[src/shared/tfm_pkg.sv]
package tfm_pkg;

  // Command codes of the management bus port
  localparam logic [7:0] CMD_CLEAR_FAULTS = 8'h03;
  localparam logic [7:0] CMD_OT_FAULT_LIMIT = 8'h4f;
  localparam logic [7:0] CMD_OT_ACTION = 8'h50;
  localparam logic [7:0] CMD_OT_WARN = 8'h51;
  localparam logic [7:0] CMD_UT_WARN = 8'h52;
  localparam logic [7:0] CMD_UT_FAULT = 8'h53;
  localparam logic [7:0] CMD_STATUS_WORD = 8'h79;
  localparam logic [7:0] CMD_STATUS_TEMP = 8'h7d;

  // Values after reset
  localparam logic [15:0] RST_OT_FAULT = 16'hebe8;
  localparam logic [15:0] RST_OT_WARN = 16'heb70;
  localparam logic [15:0] RST_UT_WARN = 16'hdc40;
  localparam logic [15:0] RST_UT_FAULT = 16'he530;
  localparam logic [7:0] RST_OT_ACTION = 8'hbf;

  // Field positions of the fault action byte
  localparam int ACT_HI = 7;
  localparam int ACT_LO = 6;
  localparam int RETRY_HI = 5;
  localparam int RETRY_LO = 3;
  localparam int DELAY_HI = 2;
  localparam int DELAY_LO = 0;

  // Field positions of a linear threshold word
  localparam int EXP_HI = 15;
  localparam int EXP_LO = 11;
  localparam int MANT_HI = 10;

  // Response codes
  localparam logic [1:0] ACT_RETRY = 2'h2;
  localparam logic [1:0] ACT_HOLD = 2'h3;
  localparam logic [2:0] RETRY_NONE = 3'h0;
  localparam logic [2:0] RETRY_CONT = 3'h7;

  // Status bit positions
  localparam int ST_OT_FAULT_BIT = 7;
  localparam int ST_OT_WARN_BIT = 6;
  localparam int ST_UT_WARN_BIT = 5;
  localparam int ST_UT_FAULT_BIT = 4;
  localparam int SW_TEMP_BIT = 2;

  // Timing
  localparam int CLK_PERIOD_NS = 50;
  localparam int RETRY_UNIT_NS = 35_000_000;
  localparam int RETRY_UNIT_CYC = RETRY_UNIT_NS / CLK_PERIOD_NS;
  localparam int CNT_W = 24;
  localparam int FIX_W = 40;
  localparam int FIX_FRAC = 8;

  typedef struct packed {
    logic wr;
    logic rd;
    logic [7:0] code;
    logic [15:0] data;
  } tfm_cmd_t;

  typedef struct packed {
    logic ot_fault;
    logic ot_warn;
    logic ut_warn;
    logic ut_fault;
    logic summary;
  } tfm_status_t;

  typedef enum logic [2:0] {ST_IDLE, ST_RUN, ST_HOLD, ST_WAIT, ST_LATCH} tfm_state_t;

endpackage

[src/logic/tfm_monitor.sv]
`timescale 1ns/10ps
module tfm_monitor #(
  parameter int RETRY_UNIT = tfm_pkg::RETRY_UNIT_CYC
) (
  input wire logic clk,
  input wire logic nrst,
  input tfm_pkg::tfm_cmd_t cmd,
  input wire logic [15:0] temp_lin,
  input wire logic enable_pin,
  input wire logic bias_ok_pin,
  input wire logic write_protect_pin,
  input wire logic operation_on,
  input wire logic other_fault,
  output logic [15:0] rd_data,
  output logic rd_valid,
  output logic output_on,
  output logic host_alert_line_n,
  output tfm_pkg::tfm_status_t status
);
  import tfm_pkg::*;

  logic [15:0] ot_fault_limit;
  logic [15:0] overtemp_warning_threshold;
  logic [15:0] undertemp_warning_threshold;
  logic [15:0] undertemp_fault_threshold;
  logic [7:0] ot_action;
  logic [1:0] en_meta, bias_meta, wp_meta;
  logic conv_ok;
  logic en_sync, bias_sync, wp_sync;
  logic [15:0] lin_in [5];
  logic signed [FIX_W-1:0] fix_out [5];
  logic ot_fault_now, ot_warn_now, ut_warn_now, ut_fault_now, cool;
  logic clear_cmd, wr_ok, run_ok;
  tfm_status_t next_status;
  tfm_state_t state, next_state;
  logic [CNT_W-1:0] since_start;
  logic [CNT_W-1:0] delay_cyc;
  logic [1:0] act;
  logic [2:0] retry;

  // Pins from outside the clock domain pass two flops first
  always_ff @(posedge clk or negedge nrst) begin
    if (!nrst) begin
      en_meta <= 2'h0;
      bias_meta <= 2'h0;
      wp_meta <= 2'h0;
    end else begin
      en_meta <= {en_meta[0], enable_pin};
      bias_meta <= {bias_meta[0], bias_ok_pin};
      wp_meta <= {wp_meta[0], write_protect_pin};
    end
  end

  // Only the second flop of each pair is read
  assign en_sync = en_meta[1];
  assign bias_sync = bias_meta[1];
  assign wp_sync = wp_meta[1];

  // Command decode; clear is accepted even under write protect
  assign clear_cmd = cmd.wr && (cmd.code == CMD_CLEAR_FAULTS);
  assign wr_ok = cmd.wr && !wp_sync;

  // Threshold and action registers
  always_ff @(posedge clk or negedge nrst) begin
    if (!nrst) begin
      ot_fault_limit <= RST_OT_FAULT;
      overtemp_warning_threshold <= RST_OT_WARN;
      undertemp_warning_threshold <= RST_UT_WARN;
      undertemp_fault_threshold <= RST_UT_FAULT;
      ot_action <= RST_OT_ACTION;
    end else if (wr_ok) begin
      case (cmd.code)
        CMD_OT_FAULT_LIMIT: ot_fault_limit <= cmd.data;
        CMD_OT_WARN: overtemp_warning_threshold <= cmd.data;
        CMD_UT_WARN: undertemp_warning_threshold <= cmd.data;
        CMD_UT_FAULT: undertemp_fault_threshold <= cmd.data;
        CMD_OT_ACTION: ot_action <= cmd.data[7:0];
        default: ;
      endcase
    end
  end

  // Read port answers one cycle after the request; unknown codes read zero
  always_ff @(posedge clk or negedge nrst) begin
    if (!nrst) begin
      rd_valid <= 1'b0;
      rd_data <= 16'h0;
    end else begin
      rd_valid <= cmd.rd;
      case (cmd.code)
        CMD_OT_FAULT_LIMIT: rd_data <= ot_fault_limit;
        CMD_OT_WARN: rd_data <= overtemp_warning_threshold;
        CMD_UT_WARN: rd_data <= undertemp_warning_threshold;
        CMD_UT_FAULT: rd_data <= undertemp_fault_threshold;
        CMD_OT_ACTION: rd_data <= {8'h0, ot_action};
        CMD_STATUS_TEMP: rd_data <= {8'h0, status.ot_fault, status.ot_warn, status.ut_warn, status.ut_fault, 4'h0};
        CMD_STATUS_WORD: rd_data <= {13'h0, status.summary, 2'h0};
        default: rd_data <= 16'h0;
      endcase
    end
  end

  // Convert measurement and thresholds to one fixed-point scale
  assign lin_in[0] = temp_lin;
  assign lin_in[1] = ot_fault_limit;
  assign lin_in[2] = overtemp_warning_threshold;
  assign lin_in[3] = undertemp_warning_threshold;
  assign lin_in[4] = undertemp_fault_threshold;

  for (genvar i = 0; i < 5; i++) begin : g_conv
    tfm_lin_to_fixed #(.W(FIX_W), .FRAC(FIX_FRAC)) u_conv (
      .clk(clk),
      .nrst(nrst),
      .lin(lin_in[i]),
      .fixed(fix_out[i])
    );
  end

  // Converters hold zero until their first edge; all-zero words would fake an under fault
  always_ff @(posedge clk or negedge nrst) begin
    if (!nrst) begin
      conv_ok <= 1'b0;
    end else begin
      conv_ok <= 1'b1;
    end
  end

  // Threshold comparisons; the under fault trips on reaching its level
  assign ot_fault_now = conv_ok && (fix_out[0] > fix_out[1]);
  assign ot_warn_now = conv_ok && (fix_out[0] > fix_out[2]);
  assign ut_warn_now = conv_ok && (fix_out[0] < fix_out[3]);
  assign ut_fault_now = conv_ok && (fix_out[0] <= fix_out[4]);
  assign cool = fix_out[0] < fix_out[2];

  // Sticky status; a condition present during clear sets the bit again
  always_comb begin
    if (clear_cmd) begin
      next_status = '0;
    end else begin
      next_status = status;
    end
    next_status.ot_fault = next_status.ot_fault | ot_fault_now;
    next_status.ot_warn = next_status.ot_warn | ot_warn_now;
    next_status.ut_warn = next_status.ut_warn | ut_warn_now;
    next_status.ut_fault = next_status.ut_fault | ut_fault_now;
    next_status.summary = next_status.summary | ot_fault_now | ot_warn_now | ut_warn_now | ut_fault_now;
  end

  always_ff @(posedge clk or negedge nrst) begin
    if (!nrst) begin
      status <= '0;
    end else begin
      status <= next_status;
    end
  end

  // Alert line is low while any latched bit stands
  always_ff @(posedge clk or negedge nrst) begin
    if (!nrst) begin
      host_alert_line_n <= 1'b1;
    end else begin
      host_alert_line_n <= ~|next_status;
    end
  end

  // Response fields and retry spacing
  assign act = ot_action[ACT_HI:ACT_LO];
  assign retry = ot_action[RETRY_HI:RETRY_LO];
  assign delay_cyc = CNT_W'((CNT_W'(ot_action[DELAY_HI:DELAY_LO]) + CNT_W'(1)) * CNT_W'(RETRY_UNIT));
  assign run_ok = en_sync && operation_on && bias_sync && !other_fault;

  // Time since the last attempt start, saturating so a first fault is not delayed
  always_ff @(posedge clk or negedge nrst) begin
    if (!nrst) begin
      since_start <= '1;
    end else if (next_state == ST_RUN && state != ST_RUN) begin
      since_start <= CNT_W'(1); // Start cycle counts, so attempts land one period apart
    end else if (since_start != '1) begin
      since_start <= since_start + CNT_W'(1);
    end
  end

  // Fault response sequence
  always_comb begin
    next_state = state;
    if (!run_ok && state != ST_LATCH) begin
      next_state = ST_IDLE;
    end else begin
      case (state)
        ST_IDLE: begin
          if (run_ok && !ot_fault_now) begin
            next_state = ST_RUN;
          end
        end
        ST_RUN: begin
          if (ot_fault_now) begin
            case (act)
              ACT_RETRY: next_state = (retry == RETRY_CONT) ? ST_WAIT : ST_LATCH;
              ACT_HOLD: next_state = ST_HOLD;
              default: next_state = ST_LATCH;
            endcase
          end
        end
        ST_HOLD: begin
          if (cool) begin
            next_state = ST_RUN;
          end
        end
        ST_WAIT: begin
          if (cool && since_start >= delay_cyc) begin
            next_state = ST_RUN;
          end
        end
        ST_LATCH: begin
          if (clear_cmd) begin
            next_state = ST_IDLE;
          end
        end
        default: next_state = ST_IDLE;
      endcase
    end
  end

  always_ff @(posedge clk or negedge nrst) begin
    if (!nrst) begin
      state <= ST_IDLE;
    end else begin
      state <= next_state;
    end
  end

  // Output enable follows the sequence from a flop
  always_ff @(posedge clk or negedge nrst) begin
    if (!nrst) begin
      output_on <= 1'b0;
    end else begin
      output_on <= (next_state == ST_RUN);
    end
  end
endmodule

[src/logic/tfm_lin_to_fixed.sv]
`timescale 1ns/10ps
module tfm_lin_to_fixed #(
  parameter int W = 40,
  parameter int FRAC = 8
) (
  input wire logic clk,
  input wire logic nrst,
  input wire logic [15:0] lin,
  output logic signed [W-1:0] fixed
);
  import tfm_pkg::*;

  logic signed [W-1:0] base;
  logic signed [W-1:0] shifted;
  logic [4:0] neg_exp;

  // Mantissa times two to the exponent, as fixed point with FRAC fraction bits
  always_comb begin
    base = signed'({{(W-11){lin[MANT_HI]}}, lin[MANT_HI:0]}) <<< FRAC;
    neg_exp = 5'(~lin[EXP_HI:EXP_LO] + 5'h1);
    if (lin[EXP_HI]) begin
      shifted = base >>> neg_exp; // Truncates toward minus infinity
    end else begin
      shifted = base <<< lin[EXP_HI:EXP_LO];
    end
  end

  // Registered so the comparators see a clean word
  always_ff @(posedge clk or negedge nrst) begin
    if (!nrst) begin
      fixed <= '0;
    end else begin
      fixed <= shifted;
    end
  end
endmodule

[config.mk]
export PLATFORM = sky130hd
export DESIGN_NAME = tfm_monitor
export DESIGN_NICKNAME = d
export VERILOG_FILES = /design/src/shared/tfm_pkg.sv /design/src/logic/tfm_monitor.sv /design/src/logic/tfm_lin_to_fixed.sv
export SDC_FILE = /design/constraint.sdc
export NUM_CORES = 1
export LEC_CHECK = 0
export BUFFER_PORTS_ARGS = -buffer_cell sky130_fd_sc_hd__buf_2
export CAP_MARGIN = 0
export CORE_MARGIN = 2
export CORE_UTILIZATION = 31
export DETAILED_ROUTE_END_ITERATION = 10
export PLACE_DENSITY = 0.54
export SYNTH_ARGS = -nofsm -noshare
export SYNTH_HDL_FRONTEND = slang
export SYNTH_SLANG_ARGS = --single-unit
[constraint.sdc]
create_clock -name clk -period 5.9 [get_ports clk]
set_input_delay 1.18 -clock clk [delete_from_list [all_inputs] [get_ports clk]]
set_output_delay 1.18 -clock clk [all_outputs]
set_load 0.005 [all_outputs]
; ---- After elaboration in Yosys (flattened, before gate mapping)
; Index checks and enable logic that the tools add are counted.
[op_classes]
add_sub_neg = 7
mul = 1
order_cmp = 6
n_eq_ne = 19
n_shift = 10
n_mux = 18
bitwise = 13
reduce_logical = 26
[ops]
columns = cell, count
row1 = $mux W40, 5
row2 = $sshl A19 B5 Y40, 5
row3 = $sshr A19 B5 Y40, 5
row4 = $pmux W16 S7, 1
row5 = $gt A40 B40 Y1, 2
row6 = $lt A40 B40 Y1, 2
row7 = $eq A8 B7 Y1 const B, 7
row8 = $mux W24, 2
row9 = $le A40 B40 Y1, 1
row10 = $add A5 B1 Y5 const B, 5
row11 = $not A5 Y5, 5
row12 = $add A24 B1 Y24 const B, 1
row13 = $ge A24 B24 Y1, 1
row14 = $ne A24 B24 Y1 const B, 1
row15 = $mux W3, 7
row16 = $mul A4 B15 Y19 const B, 1
row17 = $pmux W3 S5, 1
row18 = $logic_and A1 B1 Y1, 13
row19 = $reduce_and A2 Y1, 5
row20 = $eq A8 B2 Y1 const B, 1
row21 = $or A1 B1 Y1, 8
row22 = $eq A3 B1 Y1 const B, 2
row23 = $eq A3 B2 Y1 const B, 2
row24 = $eq A3 B3 Y1 const B, 2
row25 = other kinds (10), 15
[totals]
reg_bits = 330
in_bits = 49
out_inout_bits = 24

; ---- Longest topological paths before layout
[depth]
word_depth = 10
mapped_depth = 25
depth_no_buf = 24

; ---- By module
; From an unflattened synthesis, not the netlist that was laid out.
[unflattened]
cells_unflattened = 2499
area_unflattened_um2 = 24531.0
[by_module_without_submodules]
columns = module, instances, cells_each, area_each_um2, seq_area_each_um2
row1 = tfm_lin_to_fixed, 5, 269, 2726.4, 1001.0
row2 = tfm_monitor, 1, 1154, 10899.2, 3333.2

; ---- Worst setup path before layout
; Ideal clock, no wire load.
[synth_timing]
kind = reg-to-reg
start = register ot_action[0]
end = register since_start[6]
setup_time_ns = 0.078
arrival_time_ns = 4.928
required_ns = 5.822
setup_slack_ns = 0.894
path_stages_with_launch = 21
n_path_buf = 1
synth_period_minus_slack_ns = 5.006
path_cell_list = dfstp_2 > ha_1 > xor2_1 > ha_1 > ha_1 > ha_1 > a41oi_1 > o21ai_0 > o211a_1 > o21a_1 > o21ai_0 > nand2b_1 > o311ai_0 > xor2_1 > ha_1 > and4_1 > o311ai_0 > o2bb2ai_1 > a2111oi_4 > buf_6 > nor2_1
[synth_via]
elab_chain_cells = 10
word_cells_on_any_way = 11
[synth_rtl]
columns = item, line_no
row1 = start: declaration, tfm_monitor.sv:26  ; logic [7:0] ot_action;
row2 = start signal: assignment, tfm_monitor.sv:77  ; CMD_OT_ACTION: ot_action <= cmd.data[7:0];
row3 = $add A3 B1 Y4 (*), tfm_monitor.sv:169  ; assign delay_cyc = CNT_W'((CNT_W'(ot_action[DELAY_HI:DELAY_LO]) + CNT_W'(1)) * CNT_W'(RETRY_UNIT));
row4 = $mul A4 B15 Y19 (*), tfm_monitor.sv:169
row5 = $ge A24 B24 Y1 (*), tfm_monitor.sv:210  ; if (cool && since_start >= delay_cyc) begin
row6 = $logic_and A1 B1 Y1 (*), tfm_monitor.sv:210
row7 = $mux W3 (*), tfm_monitor.sv:210
row8 = $pmux W3 S5 (*), tfm_monitor.sv:189  ; case (state)
row9 = $mux W3 (*), tfm_monitor.sv:186  ; if (!run_ok && state != ST_LATCH) begin
row10 = $eq A3 B1 Y1 (*), tfm_monitor.sv:176  ; end else if (next_state == ST_RUN && state != ST_RUN) begin
row11 = $logic_and A1 B1 Y1 (*), tfm_monitor.sv:176
row12 = $mux W24 or $reduce_bool A2 Y1 (tied branches), -
row13 = end signal: assignment, tfm_monitor.sv:179  ; since_start <= since_start + CNT_W'(1);
row14 = end: declaration, tfm_monitor.sv:36  ; logic [CNT_W-1:0] since_start;
; Mark *: on every way between the ends. The rest lies on a longest branch, timed or not.
; A chain may end at the register's enable or synchronous reset.

; ---- Worst setup path in the final report
[layout_timing]
start = register ot_action[0]
end = register since_start[0]
; The elaborated chain is that of the path after synthesis.

==> out/qor.csv <==
stage,metric,value,unit
flow_run,maxCapViolations,0,
worst_setup_path,crit_top_cell,ha_1,
worst_setup_path,r2r_end,since_start[0]$_DFFE_PN1P_,
cts,ctsLongestPathBuffers,3,
floorplan,ios,73,
synth,ys.warnings.count,0,
floorplan,dieArea,71500,um^2
floorplan,die-height,267,um
grt,grt_overflow_total,0,
cells_and_area,fillers,7060,
cts,cts_sinks,300,
cts,path_clk_slew,60,ps
grt,grt_max_degree,122,
routing,via_per_inst,5.34,
timing,setup-tns-final,0,ps
grt,antenna_found_initial,1,
synth,synth_top_family_by_area,compound AO/OA/AOI/OAI gates,
worst_setup_path,path_class,flop to flop,
timing,skew,31.2,ps
worst_setup_path,r2r_slack,630,ps
timing,fmax,0.190,GHz
timing,final_hold_viol_count,0,
synth,synthSimpleGateAreaFrac,0.172,
synth,yosys.area_share.adder,0.111,
power_and_ir_drop,clockPowerShare,0.389,
worst_hold_path,hold_path_depth,0,
routing,dr.pass1.iters,8,
grt,grt_first_pass_wirelength,108000,um
power_and_ir_drop,power_frac_comb,0.210,
placement,dp_hpwl,53300,um
cts,clk_latency,570,ps
cells_and_area,area_growth,10.9,%
synth,synth_nets,2746,
worst_setup_path,crit_slowest_cell,dfstp_2,
timing,setup_viol,0,
worst_setup_path,cpPeakStageDelay,620,ps
cts,cts_root_buffer,clkbuf_16,
synth,synthFlopType,dfrtp_1,
floorplan,start_util,0.314,
timing,period_share,0.893,
cts,post-cts-setup-buffers,0,
cts,cts_tree,built,
worst_hold_path,hold_start,wp_meta[0]$_DFF_PN0_,
placement,gp_congestion,0.923,
power_and_ir_drop,p_seq_frac,0.401,
worst_setup_path,r2r_start,ot_action[0]$_DFFE_PN1P_,
synth,synthXorXnorAreaFrac,0.0232,
worst_setup_path,crit_chain,inv_1 > ha_1 > inv_1 > ha_1 > ha_1 > ha_1 > a41oi_1 > o21ai_0 > o211a_1 > o21a_1 > o21ai_0 > nand2b_1 > o311ai_1 > xor2_1 > ha_1 > and4_1 > o311ai_0 > o2bb2ai_1 > a2111oi_4 > buf_6 > nand2b_1,
routing,wirelength,71100,um
cells_and_area,instances_no_fill,3447,
cts,htree_levels,2,
cells_and_area,fin_nets,2726,
synth,synthMuxAreaShare,0.108,
floorplan,rows,96,
cts,cts-resized-gates,0,
grt,first_global_vias,17642,
synth,synthesis.area,21500,um^2
worst_setup_path,crit_fanout,24,
cells_and_area,insertedDiodeCount,0,
worst_hold_path,worst_hold_path_type,flop to flop,
cells_and_area,drive_gt1_frac,0.134,
synth,syn_inst,2508,
grt,grt.total_usage,0.197,
power_and_ir_drop,switching_power,0.00195,W
cells_and_area,final_common_cell,nor2_1,
placement,port_buffers,72,
synth,synth-seq-cells,300,
routing,drt_iter0_drc,1601,
power_and_ir_drop,ir_worst_vdd,0.207,mV
routing,wire_per_inst,20.6,um
synth,synthArstFlopShare,1.00,
timing,max_slew_margin,0.239,
cts,cts_hold_buf,0,
timing,slew_violations,0,
worst_setup_path,required,6410,ps
synth,syn_avg_cell_area,8.58,um^2
placement,place_inst,3380,
timing,period_needed,5270,ps
power_and_ir_drop,p_total,0.00611,W
worst_hold_path,holdPathEnd,wp_meta[1]$_DFF_PN0_,
synth,ys_seq_area_frac,0.353,
routing,ant_nets,0,
floorplan,core-area,68600,um^2
power_and_ir_drop,p_int,0.00416,W
synth,synth-edff-count,0,
power_and_ir_drop,swShare,0.320,
timing,worstMarginPinSlew,1140,ps
floorplan,dieWidth,267,um
status,status,"finished, final reports clean",
synth,synth_compound_area_frac,0.174,
cts,numCtsBuffers,37,
timing,rsz0062_at_grt,no,
synth,ys_types,76,
routing,num_vias,18407,
worst_setup_path,end_kind,flop,
timing,holdWs,346,ps
routing,drc,0,
worst_setup_path,r2r_cells,21,
cells_and_area,layout_common_cells,"nor2_1, nand2_1, dfrtp_1, a21oi_1, ha_1",
power_and_ir_drop,p_leak,10.5,nW
worst_setup_path,worstPathArrival,5780,ps
worst_setup_path,cp-start-kind,flop,
power_and_ir_drop,power.density,256,nW/um^2
## metrics by stage
stage / worst slack [ps] / area, um^2 / utilization
2_1_floorplan: 894 / 21500 / -
3_5_place_dp: 446 / 22600 / 0.330
6_report: 632 / 23900 / 0.348
3_3_place_gp: 471 / 22600 / 0.330
4_1_cts: 432 / 23900 / 0.348
5_1_grt: 52.0 / 23900 / 0.348
## how the worst max path moves through the flow
stage	slack, ps	start	endpoint	cells after the start
final	630	ot_action[0]$_DFFE_PN1P_	since_start[0]$_DFFE_PN1P_	21
after CTS	430	ot_action[0]$_DFFE_PN1P_	since_start[0]$_DFFE_PN1P_	21
after global routing	50	ot_action[0]$_DFFE_PN1P_	since_start[0]$_DFFE_PN1P_	21
after floorplan	890	ot_action[0]$_DFFE_PN1P_	since_start[6]$_DFFE_PN1P_	20
after global placement	470	ot_action[0]$_DFFE_PN1P_	since_start[0]$_DFFE_PN1P_	21
after detailed placement	450	ot_action[0]$_DFFE_PN1P_	since_start[0]$_DFFE_PN1P_	21
## flip-flops by register name, summed over array words and instances, names as in the netlist, 2 cells and up
name                         count
g_conv.u_conv.fixed            170
since_start                     24
ot_fault_limit                  16
overtemp_warning_threshold      16
rd_data                         16
undertemp_fault_threshold       16
undertemp_warning_threshold     16
ot_action                        8
status                           5
state                            3
bias_meta                        2
en_meta                          2
wp_meta                          2
## layout make-up
class / instances / area (um^2) / area share
multi-input cells: 1876 / 12700 / 0.531
flip-flops and latches: 300 / 7590 / 0.318
well taps: 931 / 1160 / 0.0488
clock buffers: 49 / 1030 / 0.0432
inverters: 187 / 702 / 0.0294
repair buffers: 86 / 492 / 0.0206
clock inverters: 18 / 224 / 0.00939
## per-layer routing
metal,up-vias,share of wire,wire length (um),global-route usage
met3,94,0.051,3640,0.0288
met2,532,0.46,32600,0.320
met5,-,0,0,0
met1,8916,0.46,32800,0.273
li1,8865,-,-,-
met4,0,0.028,2000,0.0580
## cells in the mapped netlist, types with 22 or more instances
cell | instances | area share
nand3_1 | 63 | 0.015
a31oi_1 | 23 | 0.0067
o22ai_1 | 43 | 0.013
mux2_2 | 92 | 0.048
mux2i_1 | 101 | 0.047
clkbuf_1 | 131 | 0.023
nand4_1 | 36 | 0.010
ha_1 | 186 | 0.11
nor2b_1 | 22 | 0.0064
nand2_1 | 245 | 0.043
xnor2_1 | 35 | 0.014
nor2_1 | 264 | 0.046
xor2_1 | 22 | 0.0090
o21ai_0 | 173 | 0.040
inv_1 | 182 | 0.032
nor3_1 | 57 | 0.013
a21oi_1 | 206 | 0.048
nand2b_1 | 39 | 0.011
dfstp_2 | 64 | 0.078
dfrtp_1 | 236 | 0.27
## critical path, delay by kind of cell (launching register included)
family,cells,cell delay (ps)
AO/OA/AOI/OAI,9,1970
XOR/XNOR,1,130
adder cells (fa/ha/maj),5,1420
buffers and inverters,3,560
flip-flops,1,620
AND/OR/NAND/NOR,3,480
## power groups by stage
| stage | registers [W] | clock network [W] | logic [W] |
|---|---|---|---|
| floorplan | 0.00234 | 0 | 0.000953 |
| global placement | 0.00249 | 0 | 0.00124 |
| detailed placement | 0.00249 | 0 | 0.00127 |
| CTS | 0.00245 | 0.00244 | 0.00128 |
| global route | 0.00247 | 0.00254 | 0.00146 |
| finish | 0.00245 | 0.00238 | 0.00128 |
## logic make-up after synthesis
logic type,Yosys count
compound gates,617
xor+xnor,57
fa+ha+maj,189
buf+inv,332
flops,300
mux,205
other cells,1
simple gates,807
Note: power is estimated with default switching activity, not from simulation.
